`config.mk`:
```
export PLATFORM = sky130hd
export DESIGN_NAME = spectral_gain_agc_config
export DESIGN_NICKNAME = d
export VERILOG_FILES = /design/src/agc_cfg_pkg.sv /design/src/spectral_gain_agc_config.sv /design/src/flicker_persistence_filter.sv
export SDC_FILE = /design/constraint.sdc
export NUM_CORES = 1
export LEC_CHECK = 0
export BUFFER_PORTS_ARGS = -buffer_cell sky130_fd_sc_hd__buf_2
export CORE_MARGIN = 5
export CORE_UTILIZATION = 33
export CTS_CLUSTER_DIAMETER = 80
export DETAILED_ROUTE_END_ITERATION = 16
export GPL_ROUTABILITY_DRIVEN = 0
export PLACE_DENSITY_LB_ADDON = 0.1
export SYNTH_ARGS = -nofsm -noshare
export SYNTH_HDL_FRONTEND = slang
export SYNTH_SLANG_ARGS = --single-unit
```
`constraint.sdc`:
```
create_clock -name clock_i -period 17.2 [get_ports clock_i]
set_clock_uncertainty 0.1 [all_clocks]
set_input_delay 1.72 -clock clock_i [delete_from_list [all_inputs] [get_ports clock_i]]
set_output_delay 1.72 -clock clock_i [all_outputs]
set_load 0.01 [all_outputs]
```
`src/agc_cfg_pkg.sv`:
```
// Constants, field layout and carrier types of the spectral gain and AGC configuration block.
// Assumes a 20 MHz core clock and a single AHB-Lite master with word accesses.
package agc_cfg_pkg;

  // ****************************************************************
  // Bus and register map (byte address = four times the index)
  // ****************************************************************
  localparam int unsigned ADDR_W         = 12;
  localparam int unsigned IDX_W          = 8;
  localparam int unsigned IDX_LSB        = 2;
  localparam logic [7:0]  IDX_GAIN_CFG   = 8'haa;
  localparam logic [7:0]  IDX_HYST_CFG   = 8'hb3;
  localparam logic [7:0]  IDX_AUTOGAIN   = 8'hc0;
  localparam logic [7:0]  IDX_INTEG      = 8'hc1;
  localparam logic [7:0]  IDX_IRQ_STATUS = 8'hc2;
  localparam logic [7:0]  IDX_IRQ_ENABLE = 8'hc3;
  localparam logic [7:0]  IDX_IRQ_CLEAR  = 8'hc4;
  localparam logic [1:0]  HTRANS_NONSEQ  = 2'h2;

  // ****************************************************************
  // Field positions
  // ****************************************************************
  localparam int unsigned GAIN_LSB   = 0;
  localparam int unsigned GAIN_W     = 5;
  localparam int unsigned HIGH_LSB   = 6;
  localparam int unsigned LOW_LSB    = 4;
  localparam int unsigned THR_W      = 2;
  localparam int unsigned PERS_LSB   = 0;
  localparam int unsigned PERS_W     = 3;
  localparam int unsigned AGMAX_LSB  = 0;
  localparam int unsigned AGMAX_W    = 4;
  localparam int unsigned AGEN_BIT   = 4;
  localparam int unsigned STEPS_LSB  = 0;
  localparam int unsigned STEPS_W    = 8;
  localparam int unsigned SSIZE_LSB  = 8;
  localparam int unsigned SSIZE_W    = 16;
  localparam int unsigned IRQ_W      = 2;
  localparam int unsigned IRQ_GAIN   = 0;
  localparam int unsigned IRQ_FLICK  = 1;
  localparam int unsigned FLICK_LIVE = 8;

  // ****************************************************************
  // Reset values and codes
  // ****************************************************************
  localparam logic [4:0] GAIN_RST      = 5'h09;
  localparam logic [4:0] GAIN_TOP      = 5'h0a;
  localparam logic [1:0] HIGH_RST      = 2'h3;
  localparam logic [1:0] LOW_RST       = 2'h3;
  localparam logic [2:0] PERS_RST      = 3'h2;
  localparam logic [3:0] AGMAX_RST     = 4'h9;
  localparam logic [2:0] HIGH_EIGHTHS  = 3'h4;
  localparam logic [2:0] LOW_EIGHTHS   = 3'h1;
  localparam int unsigned EIGHTHS_SH   = 3;
  localparam int unsigned DATA_W       = 16;
  localparam int unsigned FS_W         = STEPS_W + SSIZE_W + 2;
  localparam int unsigned PERS_CNT_W   = 7;

  // ****************************************************************
  // Carriers
  // ****************************************************************
  typedef struct packed {
    logic              valid;
    logic [DATA_W-1:0] count;
  } sample_t;

  typedef struct packed {
    logic valid;
    logic result;
  } flicker_t;

  typedef enum logic [1:0] {
    BUS_IDLE      = 2'b00,
    BUS_WRITE     = 2'b01,
    BUS_READ_WAIT = 2'b10,
    BUS_READ_DONE = 2'b11
  } bus_state_t;

endpackage

```
`src/spectral_gain_agc_config.sv`:
```
// Spectral gain, AGC threshold and flicker persistence configuration with an AHB-Lite slave.
// Assumes samples and flicker results come from logic on the same clock; no synchronisers.
//
// The AHB-Lite register port was decided locally.
`timescale 1ns/10ps

// Functional notes
// [RULE1] Five-bit gain code, values 0..10 give 0.5x doubling to 512x; reset 9.
// [RULE2] With AGC on, gain drops when data reaches high threshold; codes 50..87.5%, reset 3.
// [RULE3] With AGC on, gain rises when data falls to low threshold; codes 12.5..50%, reset 3.
// [RULE4] Thresholds are fractions of full scale = (step count + 1) * (step size + 1).
// [RULE5] Flicker status and interrupt change after 2^(setting-1) differing results; reset 2.
// [RULE6] Automatic gain control acts only while its enable bit is set; enable resets low.
// [RULE7] Automatic raises never exceed the four-bit maximum gain code, which resets to 9.
// [RULE8] Gain holds between thresholds, moves one step per adjustment, stays in 0..10.
module spectral_gain_agc_config (
  input  wire logic                                clock_i,
  input  wire logic                                reset_n_i,
  input  wire logic                                hsel_i,
  input  wire logic [agc_cfg_pkg::ADDR_W-1:0]      haddr_i,
  input  wire logic [1:0]                          htrans_i,
  input  wire logic                                hwrite_i,
  input  wire logic [2:0]                          hsize_i,
  input  wire logic [31:0]                         hwdata_i,
  input  wire logic                                hready_i,
  output logic                                     hreadyout_o,
  output logic                                     hresp_o,
  output logic [31:0]                              hrdata_o,
  input  wire agc_cfg_pkg::sample_t                sample_i,
  input  wire agc_cfg_pkg::flicker_t               flicker_i,
  output logic [agc_cfg_pkg::GAIN_W-1:0]           spectral_gain_code_o,
  output logic                                     flicker_status_o,
  output logic                                     system_interrupt_o
);
  import agc_cfg_pkg::*;

  // ****************************************************************
  // Declarations
  // ****************************************************************
  bus_state_t               bus_state;
  logic [ADDR_W-1:0]        addr_q;
  logic                     accept;
  logic                     wr_en;
  logic [31:0]              read_word;
  logic [GAIN_W-1:0]        gain_code;
  logic [THR_W-1:0]         gain_reduce_threshold;
  logic [THR_W-1:0]         gain_raise_threshold;
  logic [PERS_W-1:0]        flicker_persistence;
  logic                     spectral_autogain_enable;
  logic [AGMAX_W-1:0]       autogain_max_code;
  logic [STEPS_W-1:0]       integration_step_count;
  logic [SSIZE_W-1:0]       integration_step_size;
  logic [IRQ_W-1:0]         irq_status;
  logic [IRQ_W-1:0]         irq_enable;
  logic [IRQ_W-1:0]         irq_set;
  logic [IRQ_W-1:0]         irq_clear;
  logic [FS_W-1:0]          full_scale;
  logic [FS_W+2:0]          high_product;
  logic [FS_W+2:0]          low_product;
  logic [FS_W-1:0]          high_level;
  logic [FS_W-1:0]          low_level;
  logic [FS_W-1:0]          data_ext;
  logic                     at_high;
  logic                     at_low;
  logic [GAIN_W-1:0]        eff_max;
  logic                     agc_down;
  logic                     agc_up;
  logic                     wr_gain;
  logic                     flicker_changed;
  logic                     flicker_status;

  function automatic logic hits(input logic [ADDR_W-1:0] addr, input logic [IDX_W-1:0] idx);
    hits = (addr == (ADDR_W'(idx) << IDX_LSB));
  endfunction

  // ****************************************************************
  // AHB-Lite slave: writes with no wait, reads with one wait state
  // ****************************************************************
  // The read wait lets a write in the preceding data phase land first
  assign accept      = hsel_i && (htrans_i == HTRANS_NONSEQ) && hready_i;
  assign hreadyout_o = (bus_state != BUS_READ_WAIT);
  assign hresp_o     = 1'b0;
  assign wr_en       = (bus_state == BUS_WRITE);

  always_ff @(posedge clock_i or negedge reset_n_i) begin
    if (!reset_n_i) begin
      bus_state <= BUS_IDLE;
      addr_q    <= '0;
    end else begin
      unique case (bus_state)
        BUS_READ_WAIT: bus_state <= BUS_READ_DONE;
        BUS_IDLE, BUS_WRITE, BUS_READ_DONE: begin
          if (accept) begin
            bus_state <= hwrite_i ? BUS_WRITE : BUS_READ_WAIT;
            addr_q    <= haddr_i;
          end else begin
            bus_state <= BUS_IDLE;
          end
        end
      endcase
    end
  end

  always_comb begin
    read_word = '0;
    if (hits(addr_q, IDX_GAIN_CFG)) begin
      read_word[GAIN_LSB +: GAIN_W] = gain_code;
    end else if (hits(addr_q, IDX_HYST_CFG)) begin
      read_word[HIGH_LSB +: THR_W]  = gain_reduce_threshold;
      read_word[LOW_LSB +: THR_W]   = gain_raise_threshold;
      read_word[PERS_LSB +: PERS_W] = flicker_persistence;
    end else if (hits(addr_q, IDX_AUTOGAIN)) begin
      read_word[AGMAX_LSB +: AGMAX_W] = autogain_max_code;
      read_word[AGEN_BIT]             = spectral_autogain_enable;
    end else if (hits(addr_q, IDX_INTEG)) begin
      read_word[STEPS_LSB +: STEPS_W] = integration_step_count;
      read_word[SSIZE_LSB +: SSIZE_W] = integration_step_size;
    end else if (hits(addr_q, IDX_IRQ_STATUS)) begin
      read_word[IRQ_GAIN +: IRQ_W] = irq_status;
      read_word[FLICK_LIVE]        = flicker_status;
    end else if (hits(addr_q, IDX_IRQ_ENABLE)) begin
      read_word[IRQ_GAIN +: IRQ_W] = irq_enable;
    end
  end

  always_ff @(posedge clock_i or negedge reset_n_i) begin
    if (!reset_n_i) begin
      hrdata_o <= '0;
    end else if (bus_state == BUS_READ_WAIT) begin
      hrdata_o <= read_word;
    end
  end

  // ****************************************************************
  // Configuration registers
  // ****************************************************************
  always_ff @(posedge clock_i or negedge reset_n_i) begin
    if (!reset_n_i) begin
      gain_reduce_threshold <= HIGH_RST; // [RULE2]
      gain_raise_threshold  <= LOW_RST; // [RULE3]
      flicker_persistence   <= PERS_RST; // [RULE5]
    end else if (wr_en && hits(addr_q, IDX_HYST_CFG)) begin
      gain_reduce_threshold <= hwdata_i[HIGH_LSB +: THR_W];
      gain_raise_threshold  <= hwdata_i[LOW_LSB +: THR_W];
      flicker_persistence   <= hwdata_i[PERS_LSB +: PERS_W];
    end
  end

  always_ff @(posedge clock_i or negedge reset_n_i) begin
    if (!reset_n_i) begin
      spectral_autogain_enable <= 1'b0; // [RULE6]
      autogain_max_code        <= AGMAX_RST; // [RULE7]
    end else if (wr_en && hits(addr_q, IDX_AUTOGAIN)) begin
      spectral_autogain_enable <= hwdata_i[AGEN_BIT];
      autogain_max_code        <= hwdata_i[AGMAX_LSB +: AGMAX_W];
    end
  end

  always_ff @(posedge clock_i or negedge reset_n_i) begin
    if (!reset_n_i) begin
      integration_step_count <= '0;
      integration_step_size  <= '0;
    end else if (wr_en && hits(addr_q, IDX_INTEG)) begin
      integration_step_count <= hwdata_i[STEPS_LSB +: STEPS_W];
      integration_step_size  <= hwdata_i[SSIZE_LSB +: SSIZE_W];
    end
  end

  // ****************************************************************
  // Thresholds as eighths of full scale
  // ****************************************************************
  always_comb begin
    full_scale   = FS_W'((STEPS_W + 1)'(integration_step_count) + 1'b1)
                 * FS_W'((SSIZE_W + 1)'(integration_step_size) + 1'b1); // [RULE4]
    high_product = (FS_W + 3)'(full_scale) * (FS_W + 3)'(HIGH_EIGHTHS + 3'(gain_reduce_threshold));
    low_product  = (FS_W + 3)'(full_scale) * (FS_W + 3)'(LOW_EIGHTHS + 3'(gain_raise_threshold));
    high_level   = high_product[EIGHTHS_SH +: FS_W]; // [RULE2]
    low_level    = low_product[EIGHTHS_SH +: FS_W]; // [RULE3]
    data_ext     = FS_W'(sample_i.count);
  end

  // ****************************************************************
  // Automatic gain control
  // ****************************************************************
  // High wins when both thresholds meet, so saturation is resolved first
  always_comb begin
    at_high  = (data_ext >= high_level);
    at_low   = (data_ext <= low_level);
    eff_max  = (GAIN_W'(autogain_max_code) > GAIN_TOP) ? GAIN_TOP : GAIN_W'(autogain_max_code);
    agc_down = spectral_autogain_enable && sample_i.valid && at_high && (gain_code != '0); // [RULE2]
    agc_up   = spectral_autogain_enable && sample_i.valid && !at_high && at_low
             && (gain_code < eff_max); // [RULE3]
    wr_gain  = wr_en && hits(addr_q, IDX_GAIN_CFG);
  end

  // A software write in the same cycle as an AGC step takes precedence
  always_ff @(posedge clock_i or negedge reset_n_i) begin
    if (!reset_n_i) begin
      gain_code <= GAIN_RST; // [RULE1]
    end else if (wr_gain) begin
      gain_code <= (hwdata_i[GAIN_LSB +: GAIN_W] > GAIN_TOP) ? GAIN_TOP
                 : hwdata_i[GAIN_LSB +: GAIN_W]; // [RULE8]
    end else if (agc_down) begin
      gain_code <= gain_code - 5'h01; // [RULE8]
    end else if (agc_up) begin
      gain_code <= gain_code + 5'h01; // [RULE7]
    end
  end

  assign spectral_gain_code_o = gain_code;

  // ****************************************************************
  // Flicker persistence and interrupts
  // ****************************************************************
  flicker_persistence_filter u_flicker (
    .clock_i       (clock_i),
    .reset_n_i     (reset_n_i),
    .flicker_i     (flicker_i),
    .persistence_i (flicker_persistence),
    .status_o      (flicker_status),
    .changed_o     (flicker_changed)
  );

  assign flicker_status_o = flicker_status;

  always_comb begin
    irq_set            = '0;
    irq_set[IRQ_GAIN]  = agc_down || agc_up;
    irq_set[IRQ_FLICK] = flicker_changed; // [RULE5]
    irq_clear          = (wr_en && hits(addr_q, IDX_IRQ_CLEAR)) ? hwdata_i[IRQ_GAIN +: IRQ_W] : '0;
  end

  // Set beats clear so no event is lost in the clearing cycle
  always_ff @(posedge clock_i or negedge reset_n_i) begin
    if (!reset_n_i) begin
      irq_status <= '0;
    end else begin
      irq_status <= (irq_status & ~irq_clear) | irq_set;
    end
  end

  always_ff @(posedge clock_i or negedge reset_n_i) begin
    if (!reset_n_i) begin
      irq_enable <= '0;
    end else if (wr_en && hits(addr_q, IDX_IRQ_ENABLE)) begin
      irq_enable <= hwdata_i[IRQ_GAIN +: IRQ_W];
    end
  end

  assign system_interrupt_o = |(irq_status & irq_enable);
endmodule

```
`src/flicker_persistence_filter.sv`:
```
// Persistence filter for the flicker detect status.
// Assumes flicker results arrive on the core clock, one valid pulse per result.
`timescale 1ns/10ps

module flicker_persistence_filter (
  input  wire logic                              clock_i,
  input  wire logic                              reset_n_i,
  input  wire agc_cfg_pkg::flicker_t             flicker_i,
  input  wire logic [agc_cfg_pkg::PERS_W-1:0]    persistence_i,
  output logic                                   status_o,
  output logic                                   changed_o
);
  import agc_cfg_pkg::*;

  logic [PERS_CNT_W-1:0] diff_count;
  logic [PERS_CNT_W-1:0] need;
  logic [PERS_CNT_W-1:0] next_count;

  // Setting zero would mean half a result; treat it as one
  always_comb begin
    need = (persistence_i == '0) ? PERS_CNT_W'(1) : PERS_CNT_W'(1) << (persistence_i - 3'h1);
    next_count = diff_count + PERS_CNT_W'(1);
  end

  always_ff @(posedge clock_i or negedge reset_n_i) begin
    if (!reset_n_i) begin
      diff_count <= '0;
      status_o   <= 1'b0;
      changed_o  <= 1'b0;
    end else begin
      changed_o <= 1'b0;
      if (flicker_i.valid) begin
        if (flicker_i.result == status_o) begin
          diff_count <= '0;
        end else if (next_count >= need) begin
          diff_count <= '0;
          status_o   <= flicker_i.result; // [RULE5]
          changed_o  <= 1'b1; // [RULE5]
        end else begin
          diff_count <= next_count;
        end
      end
    end
  end
endmodule

```
# Word level (Yosys, flattened, before mapping)

Cells that the tools add are included.

Output and inout bits: 41
Register bits: 92
Logic and storage cells: 106
Input bits: 73

Order comparisons: 6
Bitwise logic cells: 5
Muxes and demuxes: 30
Reduce and logical (&&, ||, !) cells: 24
Add/sub/neg operators: 8
Equal/unequal tests: 13
Multipliers: 3
Shift operators: 1

Operator list:

| kind                                                  | number |
|---|---|
| equality test 12 x 10 -> 1 bit, second input constant | 7 |
| two-way mux 19 bit                                    | 2 |
| two-way mux 5 bit                                     | 6 |
| multiplier 26 x 3 -> 29 bit                           | 1 |
| multiplier 26 x 4 -> 29 bit                           | 1 |
| >= comparator 16 x 26 -> 1 bit                        | 1 |
| less-or-equal comparator 16 x 26 -> 1 bit             | 1 |
| multiplier 9 x 17 -> 26 bit                           | 1 |
| two-way mux 7 bit                                     | 3 |
| adder 16 x 1 -> 17 bit, second input constant         | 1 |
| two-way mux 16 bit                                    | 1 |
| two-way mux 15 bit                                    | 1 |
| logical AND 1 bit                                     | 14 |
| two-way mux 2 bit                                     | 6 |
| adder 8 x 1 -> 9 bit, second input constant           | 1 |
| two-way mux 4 bit                                     | 2 |
| adder 7 x 1 -> 7 bit, second input constant           | 1 |
| >= comparator 7 bit                                   | 1 |
| << shifter 1 x 3 -> 7 bit, first input constant       | 1 |
| equality test 2 bit, second input constant            | 3 |
| two-way mux 1 bit                                     | 6 |
| two-way mux 6 bit                                     | 1 |
| adder 5 x 1 -> 5 bit, second input constant           | 1 |
| > comparator 5 x 4 -> 1 bit, second input constant    | 1 |
| 25 further kinds                                      | 26 |

# Longest topological paths before layout

Gate-level depths: netlist of run 1.

Depth after elaboration: 11
Mapped depth: 48

# Cells and area by module

Synthesis of run 1 repeated with hierarchy kept, for this count alone.

Cell total of the unflattened synthesis: 1817
Area, all modules: 15388.5 um^2

Modules (own cells, without submodules):

| module                     | times used | area an instance (um^2) | seq. area each (um^2) | cells an instance |
|---|---|---|---|---|
| spectral_gain_agc_config   | 1          | 14729.1                 | 2088.3                | 1745 |
| flicker_persistence_filter | 1          | 659.4                   | 225.2                 | 72 |

# Least setup slack after synthesis of run 1

OpenSTA, ideal clock, no wires.

Path type: flip-flop to flip-flop
From: reg integration_step_count[0]
To: reg gain_code[3], in the netlist spectral_gain_code_o[3]
Data arrival time: 10.238 ns
Setup time: 0.086 ns
Required time: 17.014 ns
Path slack: 6.776 ns
Path buffers: 2
Stages on the path, launching flop included: 44
Path through: dfrtp_1 ha_1 nand3_1 nor2_1 xnor2_1 clkbuf_1 nor2_1 fa_1 fa_1 fa_1 inv_1 fa_1 inv_1 ha_1 or3_1 o21bai_1 a21oi_1 o211ai_1 (+8 left out) fa_1 inv_1 ha_1 buf_2 o21a_1 o21ai_0 a21oi_1 nand2_1 o2111ai_1 and4bb_2 nand4_1 nor4_2 ha_1 a21o_1 a21oi_1 xnor2_1 or4_1 nor3b_1

Word-level cells in the longest chain between the ends: 9
Elaborated cells on any way between the ends: 15
Classes of those cells: 1 x add/sub; 3 x mul; 2 x order compare; 2 x mux; 7 x reduce/logical

Ends and longest elaborated chain:

| item                            | RTL line                        | source |
|---|---|---|
| start: declaration              | spectral_gain_agc_config.sv:51  | `logic [STEPS_W-1:0] integration_step_count;` |
| start signal: assignment        | spectral_gain_agc_config.sv:164 | `integration_step_count <= hwdata_i[STEPS_LSB +: STEPS_W];` |
| adder 8 x 1 -> 9 bit *          | spectral_gain_agc_config.sv:173 | `full_scale = FS_W'((STEPS_W + 1)'(integration_step_count) + 1'b1)` |
| multiplier 9 x 17 -> 26 bit *   | spectral_gain_agc_config.sv:174 | `* FS_W'((SSIZE_W + 1)'(integration_step_size) + 1'b1);` |
| multiplier 26 x 4 -> 29 bit     | spectral_gain_agc_config.sv:175 | `high_product = (FS_W + 3)'(full_scale) * (FS_W + 3)'(HIGH_EIGHTHS + 3'(gain_reduce_threshold));` |
| >= comparator 16 x 26 -> 1 bit  | spectral_gain_agc_config.sv:187 | `at_high = (data_ext >= high_level);` |
| zero test 1 bit                 | spectral_gain_agc_config.sv:191 | `agc_up = spectral_autogain_enable && sample_i.valid && !at_high && at_low` |
| logical AND 1 bit (2 in series) | spectral_gain_agc_config.sv:191 |  |
| logical AND 1 bit               | spectral_gain_agc_config.sv:192 | `&& (gain_code < eff_max);` |
| nonzero test 3 bit (no line)    | --                              |  |
| end signal: assignment          | spectral_gain_agc_config.sv:201 | `gain_code <= (hwdata_i[GAIN_LSB +: GAIN_W] > GAIN_TOP) ? GAIN_TOP` |
| end signal: assignment          | spectral_gain_agc_config.sv:204 | `gain_code <= gain_code - 5'h01;` |
| end signal: assignment          | spectral_gain_agc_config.sv:206 | `gain_code <= gain_code + 5'h01;` |
| end: declaration                | spectral_gain_agc_config.sv:45  | `logic [GAIN_W-1:0] gain_code;` |

Mark *: on every way between the ends. The rest lies on a longest branch, timed or not.
A chain may end at the register's enable or synchronous reset.

# Worst setup path in the final report of run 1

From: reg integration_step_size[0]
To: reg gain_code[3], in the netlist spectral_gain_code_o[3]

Word-level cells in the longest chain between the ends: 9
Elaborated cells on any way between the ends: 15
Classes of those cells: 1 x add/sub; 3 x mul; 2 x order compare; 2 x mux; 7 x reduce/logical

Ends and longest elaborated chain:

| item                            | RTL line                        | source |
|---|---|---|
| start: declaration              | spectral_gain_agc_config.sv:52  | `logic [SSIZE_W-1:0] integration_step_size;` |
| start signal: assignment        | spectral_gain_agc_config.sv:165 | `integration_step_size <= hwdata_i[SSIZE_LSB +: SSIZE_W];` |
| adder 16 x 1 -> 17 bit *        | spectral_gain_agc_config.sv:174 |  |
| multiplier 9 x 17 -> 26 bit *   | spectral_gain_agc_config.sv:174 |  |
| multiplier 26 x 4 -> 29 bit     | spectral_gain_agc_config.sv:175 |  |
| >= comparator 16 x 26 -> 1 bit  | spectral_gain_agc_config.sv:187 |  |
| zero test 1 bit                 | spectral_gain_agc_config.sv:191 |  |
| logical AND 1 bit (2 in series) | spectral_gain_agc_config.sv:191 |  |
| logical AND 1 bit               | spectral_gain_agc_config.sv:192 |  |
| nonzero test 3 bit (no line)    | --                              |  |

Marks and branches as above.

==> impl.org, run 1 <==
** Run status
- Run status :: complete, no violations

** STA
- Count of endpoints failing setup in the final report :: 0
- Maximum clock rate :: 79.65 MHz
- Hold violation count in the final report :: 0
- The worst path uses 73.00% of the clock period.
- Setup tns final :: 0 ns
- Post-route minimum period :: 12.56 ns
- Setup repair after global routing left no endpoint under its margin.
- Min setup slack post-route :: 4.645 ns
- The tightest hold path in the finished design has a slack of between 0.3 and 0.4 ns.
- Worst slew margin relative to its limit :: ~16%
- The final count of pins violating max slew came to 0.
- For the pin with the worst max-slew slack, the measured transition is roughly 1.3 ns.

** Synthesis
- Synthesized area :: 15,840 sq um
- Fraction of the mapped netlist area in simple logic gates :: 21.07%
- Area share of the leading cell type in the synthesized netlist :: around 20%
- The most used flip-flop cell after synthesis is sky130_fd_sc_hd__dfrtp_1.
- In this run the mean area of a mapped cell was 8.398 sq um.
- Sequential share of the synthesized area :: 14.61%
- EDFF count, synth :: 0
- Post-synthesis async set-or-reset flop share :: 100.0%
- The synthesized design spends more area on one cell type than any other, namely sky130_fd_sc_hd__fa_1.
- Cell variety after synth :: 93
- The cell count after synthesis came out at 1,886.
- After Yosys synthesis, full adders, half adders and majority gates account for between 30% and 40% of the synthesized area.
- Area share of xor/xnor cells in the synthesized design :: 4.811%
- Warnings from Yosys :: 0
- Summing the areas of all compound-gate instances in the mapped netlist gives 13.76% of the synthesized area.
- After synthesis, the largest family of logic cells by area is adder cells.
- Counting flops and latches in the post-synthesis netlist gives 92.
- After synthesis, the share of cell area in mux cells is 4.132%.
- Biggest area contributors in the synthesized netlist :: sky130_fd_sc_hd__fa_1 (20%), sky130_fd_sc_hd__ha_1 (14%), sky130_fd_sc_hd__dfrtp_1 (13%), sky130_fd_sc_hd__inv_1 (5.8%), sky130_fd_sc_hd__nand2_1 (4.6%)
- Yosys instantiated no cell more often than sky130_fd_sc_hd__inv_1.
- Sorting the synthesized cells by how often they occur yields sky130_fd_sc_hd__inv_1 (246), sky130_fd_sc_hd__nand2_1 (195), sky130_fd_sc_hd__ha_1 (175).

** Die
- Measured along the x axis, the die boundary spans about 230 um.
- Initial standard-cell utilization of the core :: 33.24%
- The total area inside the core boundary comes to 47,650 sq um.
- During I/O placement, the number of pins put on the boundary was about 110.
- Y dimension of the die :: 229.1 um
- Die area :: 52,480 sq um
- Cell Rows :: 80

** Cells and area
- In the final layout, the share of cells above drive strength 1 is a little under an eighth.
- At the end of the flow, the number of nets in the layout was 2,339.
- For this run, the share of the core covered by cells in the final layout is 36.03%.
- Antenna diode instance count :: 0
- Area growth, synth to finish :: 8.382%
- Number of fill cells in the layout :: 5,074

** Global route
- Number of global-route vias before repair :: 13,280
- Overall track demand over capacity in global routing :: 15.92%
- The first global-routing pass estimated between 60,000 and 70,000 um of wire.
- Pin count of the biggest net entering global routing :: 74
- Total global routing overflow :: 0
- The number of antenna violations at the first check in global routing came to 1.

** Clocking
- Setup Buffers After CTS :: 0
- Hold repair after CTS inserted 0 buffers.
- Clock buffer depth :: 2
- Post-CTS repair changed the size of 0 cells.
- Clock latency on the worst-skew pair :: 0.36 ns
- In this run the clock root is driven by a sky130_fd_sc_hd__clkbuf_16.
- The clock net in this run drives a total of 92 sinks.
- The clock tree synthesis step divided the H-tree into 3 levels.
- CTS clk-pin slew, worst paths :: 0.08 ns
- TritonCTS built the clock tree.
- Counting the buffers created by CTS gives 9.

** Placed design
- Timing analysis after detailed placement gives a worst setup slack of 4.555 ns.
- # port buffers :: 93
- Detailed placement ended at an HPWL of approximately 35,000 um.

** Drt
- 1st-iter DRT viols :: between 600 and 700
- In the final routed layout, each cell accounts on average for around 17 um.
- Wire length after detailed routing :: around 43,000 um
- Dividing the detail-routed via count by the number of cells gives 5.068.
- Detailed Routing Iterations Pass 1 :: 5
- ANT nets after route :: 0
- Summing over every cut layer, the via total after detailed routing is 12,950.
- Remaining routing DRC violations :: 0

** Job
- Across the run, the number of max-cap violations was 0.

** Setup path
- In this design, the largest share of critical-path delay is due to adder cells.
- By instance count, the cell type seen most on the critical path is sky130_fd_sc_hd__fa_1.
- Startpoint type of the worst setup path :: flop
- Critical path required time :: 17.39 ns
- Slowest cell on the critical path :: sky130_fd_sc_hd__dfrtp_1
- The worst setup path is captured at a flop.
- Worst stage delay on the critical path :: 0.84 ns
- The setup path with the least slack is of type reg -> reg.
- Buf/Inv on CP :: 4
- For the worst setup path, the data arrival time is 12.74 ns.
- Of all nets on the critical path, the largest fanout is 16.

** Worst hold path
- Worst hold path class :: reg -> reg
-- state kept, by name, summed over array words and instances, names as in the netlist, 2 cells and up --
signal	count
hrdata_o	24
integration_step_size	16
addr_q	12
integration_step_count	8
u_flicker.diff_count	7
spectral_gain_code_o	5
autogain_max_code	4
flicker_persistence	3
bus_state	2
gain_raise_threshold	2
gain_reduce_threshold	2
irq_enable	2
irq_status	2
-- worst reg2reg max path, delay by kind of cell, from the launching register on --
| kind | cells | cell delay (ns) |
|---|---|---|
| and+or+nand+nor | 12 | 3.72 |
| adders and majority gates | 9 | 3.88 |
| xor gates and xnor gates | 3 | 1.07 |
| AOI/OAI and AO/OA | 12 | 2.69 |
| DFF | 1 | 0.84 |
| buffers and inverters | 4 | 0.18 |
-- metal layers --
metal | global-route usage [%] | routed length [um] | up-vias
met5 | 0 | 7 | -
met4 | 3.402 | 758 | 2
met3 | 2.155 | 1478 | 38
met2 | 26.46 | 19590 | 200
met1 | 22.24 | 20710 | 6301
li1 | - | - | 6409
-- path summary, 6_finish.rpt --
check                                          from                       to  slack [ns]  cells after the start
max in group asynchronous                 reset_n_i            irq_status[1]       14.62                      2
min in group asynchronous                 reset_n_i             hrdata_o[14]        1.14                      1
setup / recovery           integration_step_size[0]  spectral_gain_code_o[3]        4.64                     40
setup reg to reg           integration_step_size[0]  spectral_gain_code_o[3]        4.64                     40
hold / removal                  u_flicker.changed_o            irq_status[1]        0.34                      1
hold reg to reg                 u_flicker.changed_o            irq_status[1]        0.34                      1
-- area by class of cell --
class	count	area, sq um	area share, %
flip-flops and latches	92	2313	13.48
inverters	246	923.4	5.379
clock inverters	6	75.07	0.4373
well taps	615	769.5	4.483
multi-input cells	1481	12300	71.64
repair buffers	105	558.0	3.251
clock buffers	10	229.0	1.334
-- placed cells by master (no fill, tap or decap), types with 14 or more instances in the layout --
cell,instances
sky130_fd_sc_hd__nand3_1,40
sky130_fd_sc_hd__a21o_1,24
sky130_fd_sc_hd__a21oi_1,75
sky130_fd_sc_hd__nand4_1,26
sky130_fd_sc_hd__nor2_1,158
sky130_fd_sc_hd__nor2b_1,28
sky130_fd_sc_hd__fa_1,156
sky130_fd_sc_hd__nand2_1,195
sky130_fd_sc_hd__nor3_1,31
sky130_fd_sc_hd__and3_1,18
sky130_fd_sc_hd__dfrtp_1,83
sky130_fd_sc_hd__and2_1,51
sky130_fd_sc_hd__o21a_1,14
sky130_fd_sc_hd__or2_2,23
sky130_fd_sc_hd__nand2b_1,54
sky130_fd_sc_hd__buf_2,92
sky130_fd_sc_hd__o21ai_0,72
sky130_fd_sc_hd__ha_1,175
sky130_fd_sc_hd__inv_1,246
sky130_fd_sc_hd__mux2_2,50
sky130_fd_sc_hd__xnor2_1,54
sky130_fd_sc_hd__xor2_1,31
-- per-stage QoR --
step,instances,area [sq um]
floorplan,1894,15870
global placement,2539,16860
detailed placement,2539,16860
CTS,2555,17170
global route,2555,17170
finish,2555,17170
-- cell families after synthesis --
| logic type | after synthesis |
|---|---|
| compound gates | 320 |
| xor+xnor | 87 |
| fa+ha+maj | 331 |
| buf+inv | 321 |
| flops | 92 |
| mux | 59 |
| other cells | 1 |
| simple gates | 675 |
Power of run 1 is left out: the tool's default activity adds up to more than one toggle a clock period on the data nets, which glitch-free logic cannot reach.
==> run 2, diff against run 1 <==
- ABC_AREA: default -> 1
- clock period: 17.2 -> 10.6 ns (I/O delays scaled with it)
==> run 2 against run 1 <==
Worst setup slack worse by 4.0 ns. Final cell count is 23% higher. Count of clock-buffer cells in the layout is 1 higher. Register-to-register slack worse by 4.0 ns. Global-route usage is 2.1 points higher. Cell area is 7.8% higher. Wire length is 14% higher. Critical path depth is 17 higher. Flip-flop and latch count stayed put. Critical endpoint is now spectral_gain_code_o[4].
==> impl.org, run 2 <==
** Global route
- The sum of overflow across all layers after global routing was 0 (unchanged).
- The global-route wire length before repair is 78,690 um (+13%).
- The number of antenna violations at the first check in global routing is 0 (-1).
- The number of global-route vias before repair came to 15,130 (+14%).
- Overall track demand over capacity in global routing :: 18.06% (+2.1 points)
- The pin count of the biggest net entering global routing came to 52 (-30%).

** Cells and area
- Area used by sequential logic in the layout :: 2315 sq um (about the same)
- The fraction of final layout cells sized beyond drive strength 1 was 12.43% (+0.53 points).
- The non-filler instance count after layout came to 3,149 (+23%).
- Multi-input gate area in the final layout :: 12,250 sq um (-0.37%)
- Number of fill cells in the layout :: 5,330 (+5.0%)
- Final Net Count :: 2,884 (+23%)
- Antenna diode instance count :: 0 (unchanged)
- Largest registers ranked by flip-flop count :: hrdata_o: 24 flops, integration_step_size: 16 flops, addr_q: 12 flops
- Area growth, synth to finish :: 13.02%
- Leaving out fill and tap cells, the most frequent cell in the layout is sky130_fd_sc_hd__nand2_1.
- Max reg flops :: 24 (unchanged)
- Register ranked first by flip-flop count :: hrdata_o
- The post-layout utilization of the core was 37.73% (+1.7 points).
- The top cell types in the final layout, fill and taps aside, are sky130_fd_sc_hd__nand2_1 (594), sky130_fd_sc_hd__inv_1 (492), sky130_fd_sc_hd__nor2_1 (248).

** Synthesis
- For this run, the leading register cell type out of synthesis is sky130_fd_sc_hd__dfrtp_1.
- Area leader, netlist :: sky130_fd_sc_hd__fa_1
- Area share of the leading cell type in the synthesized netlist :: 19.07% (-0.64 points)
- After synthesis, the cell types taking the most area are sky130_fd_sc_hd__fa_1 (19%), sky130_fd_sc_hd__nand2_1 (14%), sky130_fd_sc_hd__ha_1 (13%), sky130_fd_sc_hd__dfrtp_1 (13%), sky130_fd_sc_hd__inv_1 (11%).
- The cell area after technology mapping came to 16,370 sq um (+3.4%).
- Leading cell types by count after synthesis :: sky130_fd_sc_hd__nand2_1 (602), sky130_fd_sc_hd__inv_1 (494), sky130_fd_sc_hd__nor2_1 (254)
- The synthesis warning total came to 0 (unchanged).
- The post-synthesis area per instance is 6.955 sq um (-17%).
- Register bit count reported by yosys :: 92 (unchanged)
- The share of synthesized registers carrying an async set or reset is 100.0% (unchanged).
- sky130_fd_sc_hd__nand2_1 is the most common cell in the netlist.
- Sequential share of the synthesized area :: 14.13% (-0.48 points)
- The number of distinct library cell variants in the gate-level netlist after synthesis came to 57 (-39%).
- The number of enable flip-flop cells after synthesis was 0 (unchanged).
- Number of cells produced by synthesis :: 2,354 (+25%)

** Pwr
- Share of power burned in combinational logic :: 87.7%
- Sequential cells account for 7.3% of the total power.
- Switching power of the nets :: 3692 uW
- Proportion of total power due to net switching :: 59.75%
- Fraction of power consumed by the clock network :: around 5.0%
- Cell internal power was estimated by the tool at 2487 uW.
- LEAKAGE :: between 0.01 and 0.015 uW
- The design draws slightly above 6000 uW.
- Peak VDD IR :: 254.5 uV
- Power density over the cells :: 333.9 nW/um^2

** Setup path
- Slowest cell on the critical path :: sky130_fd_sc_hd__fa_1
- Worst setup endpoint :: spectral_gain_code_o[4]
- Worst flop-to-flop path startpoint :: integration_step_count[0]
- Endpoint kind of the worst setup timing path :: flop
- Data arrival time of the critical path :: 10.09 ns (-2.65 ns)
- The delay of the slowest critical-path stage was 0.57 ns (-0.27 ns).
- RR Endpoint :: spectral_gain_code_o[4]
- Buf/Inv on CP :: 14 (+10)
- Critical path required time :: 10.74 ns (-6.65 ns)
- Cell type with the highest occurrence count on the critical path :: sky130_fd_sc_hd__nand2_1
- The critical path in this run is classified as reg -> reg.
- Launch point of the critical path :: integration_step_count[0]
- The worst setup path is launched from a flop.
- Largest fanout on the critical path :: 8 (-8)
- The kind of cell with the highest combined delay along the critical path is adder cells.
- Number of cell instances on the worst register-to-register path :: 57 (+43%)
- The number of logic stages on the critical path including buffering came to 57 (+43%).
- The reg-to-reg setup timing slack came to 0.66 ns (-3.99 ns).

** Clocking
- TritonCTS built the clock tree.
- The CTS buffer count was 9 (unchanged).
- Clock root buffer :: sky130_fd_sc_hd__clkbuf_16
- The maximum clock path buffer count came to 2 (unchanged).
- CTS clk-pin slew, worst paths :: 0.07 ns (about the same)
- The TritonCTS sink count came to 92 (unchanged).
- The clock latency on the worst-skew pair is 0.36 ns (about the same).
- The total number of H-tree levels is 3 (unchanged).

** Drt
- Remaining routing DRC violations :: 0 (unchanged)
- The post-detailed-routing wire length came to 48,370 um (+14%).
- The overall via count from detail_route came to 14,680 (+13%).
- Via-per-instance ratio :: 4.660 (-8.1%)
- The remaining number of nets flagged by the antenna check after routing came to 0 (unchanged).
- The violation count after the first detailed-routing iteration is 648 (+1.6%).
- The final routed wire length divided by cell count is 15.36 um (-7.8%).
- Detailed Routing Iterations Pass 1 :: 5 (unchanged)

** Worst hold path
- The min-delay analysis places its worst path in the category reg -> reg.
- Min-Delay Path Depth :: 1 (unchanged)

** Die
- The width of the die was 232.7 um (+1.6%).
- Y dimension of the die :: 232.7 um (+1.6%)
- Core footprint :: 49,050 sq um (+3.0%)
- The area enclosed by the die boundary was 54,170 sq um (+3.2%).
- The number of primary I/O pins is 114 (unchanged).
- The number of placement rows is 81 (+1.3%).
- Initial standard-cell utilization of the core :: 33.38% (+0.14 points)

** STA
- Worst-margin pin slew :: 0.8603 ns (-0.3962 ns)
- The highest clock rate is 100.6 MHz (+26%).
- Period Utilization, post-route :: 93.82% (+21 points)
- Worst hold-check slack :: 0.3526 ns (+0.01021 ns)
- The headroom to the max-slew limit was 42.65% (+27 points).
- Count of endpoints failing setup in the final report :: 0 (unchanged)
- Post-route minimum period :: 9.944 ns (-2.611 ns)
- The final count of pins violating max slew came to 0 (unchanged).
- Min setup slack post-route :: 0.6555 ns (-3.989 ns)
- The number of hold violations in the final report is 0 (unchanged).

** Placed design
- HPWL reported at the end of detailed placement :: 41,980 um (+19%)
- The count of port buffers added during placement was 93 (unchanged).
- The worst setup slack after placement is 0.1621 ns (-4.393 ns).
- Total placed cells including tap cells :: 3,125 (+23%)

** Job
- Maximum Capacitance Violations :: 0 (unchanged)

** Run status
- Run status :: complete, no violations
==> run 2: worst min-delay path by stage <==
stage                         from            end
4_1_cts        u_flicker.changed_o  irq_status[1]
5_1_grt        u_flicker.changed_o  irq_status[1]
3_3_place_gp   u_flicker.changed_o  irq_status[1]
6_report       u_flicker.changed_o  irq_status[1]
2_1_floorplan  u_flicker.changed_o  irq_status[1]
3_5_place_dp   u_flicker.changed_o  irq_status[1]
==> run 2: timing repair <==
action | 4_1_cts | 5_1_grt
hold buffers | 0 | 0
endpoints found under the setup margin | 0 | 6
gates resized for setup | 0 | 65
setup buffers | 0 | 8
==> run 2: final cells by class <==
class | count | area share (%)
Clock buffer | 11 | 1.312
Clock inverter | 5 | 0.1893
Inverter | 511 | 10.41
Multi-Input combinational cell | 1717 | 66.21
Sequential cell | 92 | 12.51
Tap cell | 664 | 4.490
Timing Repair Buffer | 149 | 4.888
==> run 2: logic make-up after synthesis <==
kind of cell               share of synthesized area (%)
xor gates and xnor gates                           3.683
and+or+nand+nor                                    26.84
AOI/OAI and AO/OA                                  8.261
DFF                                                14.13
adders and majority gates                          32.45
buffers and inverters                              13.04
muxes                                              1.582
other                                            0.02290
==> run 2: metal layers <==
| layer | GRT usage [%] | share of wire, % |
|---|---|---|
| met1 | 24.86 | 48 |
| met2 | 30.83 | 47 |
| met3 | 1.879 | 3.3 |
| met4 | 3.858 | 1.8 |
| met5 | 0 | 0 |
==> run 2: worst reg2reg max path: cells and delay by family (launching register included) <==
family          cells  cell delay [ns]
fa+ha+maj          10             4.39
simple gates       26             2.28
buf+inv            14             1.30
xor+xnor            4             0.70
compound gates      3             0.67
flops               1             0.38
==> run 2: power by group through the flow <==
| stage | Combinational (uW) | Sequential (uW) | Clock [uW] |
|---|---|---|---|
| 2_1_floorplan | 3760 | 442 | 0 |
| 3_3_place_gp | 5160 | 458 | 0 |
| 3_5_place_dp | 5200 | 459 | 0 |
| 4_1_cts | 5230 | 453 | 320 |
| 5_1_grt | 6260 | 461 | 336 |
| 6_report | 5420 | 453 | 308 |
==> run 2: through the flow <==
step | TNS, ns | cell area, sq um
6_report | 0 | 18510
5_1_grt | -0.05256 | 18510
3_3_place_gp | 0 | 17850
4_1_cts | 0 | 18130
2_1_floorplan | 0 | 16400
3_5_place_dp | 0 | 17850
Power figures use the tool's default switching activity.
==> run 3, diff against run 2 <==
- REMOVE_ABC_BUFFERS: default -> 1
- SLEW_MARGIN: default -> 20
==> run 3 against run 2 <==
Die area did not move. Critical path type unchanged. Critical endpoint unchanged. Global-route usage fell by 0.73 points. Non-clock buffer count rose by 2. Hold slack got worse by 0.0035 ns.
==> impl.org, run 3 (synthesized netlist as in run 2, its figures left out) <==
** Die
- Die area :: 54,170 sq um (unchanged)
- The width of the die came to 232.7 um (unchanged).
- Cell Rows :: 81 (unchanged)
- Y dimension of the die :: 232.7 um (unchanged)
- Core footprint :: 49,050 sq um (unchanged)
- Initial standard-cell utilization of the core :: 33.38% (unchanged)
- The number of primary I/O pins came to 114 (unchanged).

** Clocking
- The CTS buffer count came to 9 (unchanged).
- The clock latency on the worst-skew pair was 0.36 ns (about the same).
- The tree is rooted in a sky130_fd_sc_hd__clkbuf_16.
- The TritonCTS sink count came to 92 (unchanged).
- # H-tree levels :: 3 (unchanged)
- The maximum clock path buffer count came to 2 (unchanged).
- TritonCTS clock tree :: built
- The clock transition at the register clock pins on the worst setup and hold paths after CTS was 0.07 ns (about the same).

** STA
- Period Utilization, post-route :: 94.43% (+0.61 points)
- The transition time of the tightest slew-check pin was 0.9863 ns (+0.1260 ns).
- Count of endpoints failing setup in the final report :: 0 (unchanged)
- Final max-slew violation count :: 0 (unchanged)
- The post-route worst setup slack was 0.5908 ns (-0.06473 ns).
- Worst slew margin relative to its limit :: 34.25% (-8.4 points)
- The number of hold violations in the final report is 0 (unchanged).
- Setup tns final :: 0 ns (unchanged)
- The final critical-path required period came to 10.01 ns (+0.06473 ns).
- Maximum clock rate :: 99.91 MHz (-0.65%)

** Placed design
- Worst slack, placed :: 0.09126 ns (-0.07083 ns)
- Total placed cells including tap cells :: 3,127 (+0.064%)
- HPWL reported at the end of detailed placement :: 40,690 um (-3.1%)
- # port buffers :: 93 (unchanged)

** Cells and area
- Antenna diode instance count :: 0 (unchanged)
- Register ranked first by flip-flop count :: hrdata_o
- The post-layout utilization of the core is 37.80% (+0.074 points).
- Commonest cells after routing, fill and taps aside :: sky130_fd_sc_hd__nand2_1 (595), sky130_fd_sc_hd__inv_1 (492), sky130_fd_sc_hd__nor2_1 (247)
- The number of nets in the layout was 2,886 (+0.069%).
- The fraction of final layout cells sized beyond drive strength 1 came to 12.63% (+0.19 points).
- Non-filler cells in the finished layout :: 3,151 (+0.064%)
- Area growth, synth to finish :: 13.24%
- Commonest non-fill, non-tap cell in the layout :: sky130_fd_sc_hd__nand2_1
- The largest registers in the layout are hrdata_o: 24 flops, integration_step_size: 16 flops, addr_q: 12 flops.
- The flip-flop count of the largest register, all copies and words added came to 24 (unchanged).

** Drt
- The ratio of routed vias to standard cells is 4.633 (-0.57%).
- Detailed Routing Iterations Pass 1 :: 5 (unchanged)
- The final routed wire length divided by cell count came to 14.72 um (-4.2%).
- Wire length after detailed routing :: 46,380 um (-4.1%)
- 1st-iter DRT viols :: 590 (-9.0%)
- The remaining number of nets flagged by the antenna check after routing was 0 (unchanged).
- The number of design rule violations left after detail routing came to 0 (unchanged).
- The overall via count from detail_route was 14,600 (-0.51%).

** Setup path
- By startpoint and endpoint, the worst setup path is classified as reg -> reg.
- Launch point of the critical path :: integration_step_size[0]
- The worst endpoint required time came to 10.75 ns (about the same).
- The data arrival time of the critical path came to 10.16 ns (+0.07 ns).
- The maximum fanout encountered on the critical timing path was 6 (-2).
- The worst register-to-register path begins at integration_step_size[0].
- Family of cells with the greatest summed delay on the critical path :: adder cells
- The worst setup path is launched from a flop.
- STA classifies the critical path endpoint as a flop.
- By instance count, the cell type seen most on the critical path is sky130_fd_sc_hd__nand2_1.
- The buffering stage count on the worst path with inverters included was 11 (-3).
- Worst stage delay on the critical path :: 0.60 ns (+0.03 ns)
- Slowest cell on the critical path :: sky130_fd_sc_hd__fa_1

** Global route
- Total global routing overflow :: 0 (unchanged)
- The number of global-route vias before repair came to 14,800 (-2.2%).
- Overall track demand over capacity in global routing :: 17.33% (-0.73 points)
- Pin count of the biggest net entering global routing :: 52 (unchanged)
- The global-route wire length before repair was 76,370 um (-3.0%).
- The number of antenna violations at the first check in global routing came to 0 (unchanged).

** Worst hold path
- Worst hold path class :: reg -> reg
- The startpoint identified for the worst hold timing path is u_flicker.changed_o.

** Job
- The max-capacitance violation count came to 0 (unchanged).

** Run status
- The flow ran to the end, and the final reports show no timing, DRC or antenna violations.
run 3: cell types whose count changed in the layout (fill, tap and decap cells not counted), moves of 2 or more:
cell	delta
sky130_fd_sc_hd__a21oi_2	+2
sky130_fd_sc_hd__xor2_1	-2
sky130_fd_sc_hd__nor2_2	+2
sky130_fd_sc_hd__xor2_2	+3
sky130_fd_sc_hd__buf_4	+4
sky130_fd_sc_hd__a21oi_1	-2
sky130_fd_sc_hd__o21ai_0	+2
sky130_fd_sc_hd__bufinv_16	+2
sky130_fd_sc_hd__nor3_2	+2
run 3: layout make-up:
cell class,instances,area [sq um]
fillers,5417,30510
multi-input cells,1717,12240
flip-flops and latches,92,2315
inverters,511,1923
repair buffers,151,903.4
well taps,664,830.8
clock buffers,10,239.0
clock inverters,6,93.84
run 3: worst paths after layout:
check,slack [ns],cells after the start,endpoint
setup / recovery,0.59,57,spectral_gain_code_o[4]
hold / removal,0.35,1,irq_status[1]
setup reg to reg,0.59,57,spectral_gain_code_o[4]
hold reg to reg,0.35,1,irq_status[1]
max in group asynchronous,8.74,2,integration_step_size[0]
min in group asynchronous,0.58,1,addr_q[0]
run 3: layer usage:
metal	GRT usage [%]	routed length [um]	up-vias	part of all wire [%]
li1	-	-	7496	-
met1	23.51	22140	6870	48
met2	29.98	22020	181	47
met3	1.611	1161	53	2.5
met4	4.061	1056	0	2.3
met5	0	0	-	0
run 3: what timing repair did:
item	in CTS	in global routing
hold buffers	0	0
buffers inserted	0	8
hold endpoints to repair	0	0
endpoints found under the setup margin	0	6
gates resized for setup	0	59
run 3: worst reg2reg max path, delay by kind of cell (launching register included):
family	cells	cell delay (ns)
buffers and inverters	11	1.03
AOI/OAI and AO/OA	5	0.97
and+or+nand+nor	27	2.33
DFF	1	0.43
xor gates and xnor gates	3	0.67
adders and majority gates	11	4.34
run 3: per-stage QoR:
step,area [sq um],hold slack [ns]
after floorplan,16190,0.3174
after global placement,17870,0.3327
after detailed placement,17870,0.3401
after CTS,18200,0.3570
after global routing,18540,0.4097
final,18540,0.3491
Power of run 3 is left out for the same reason.
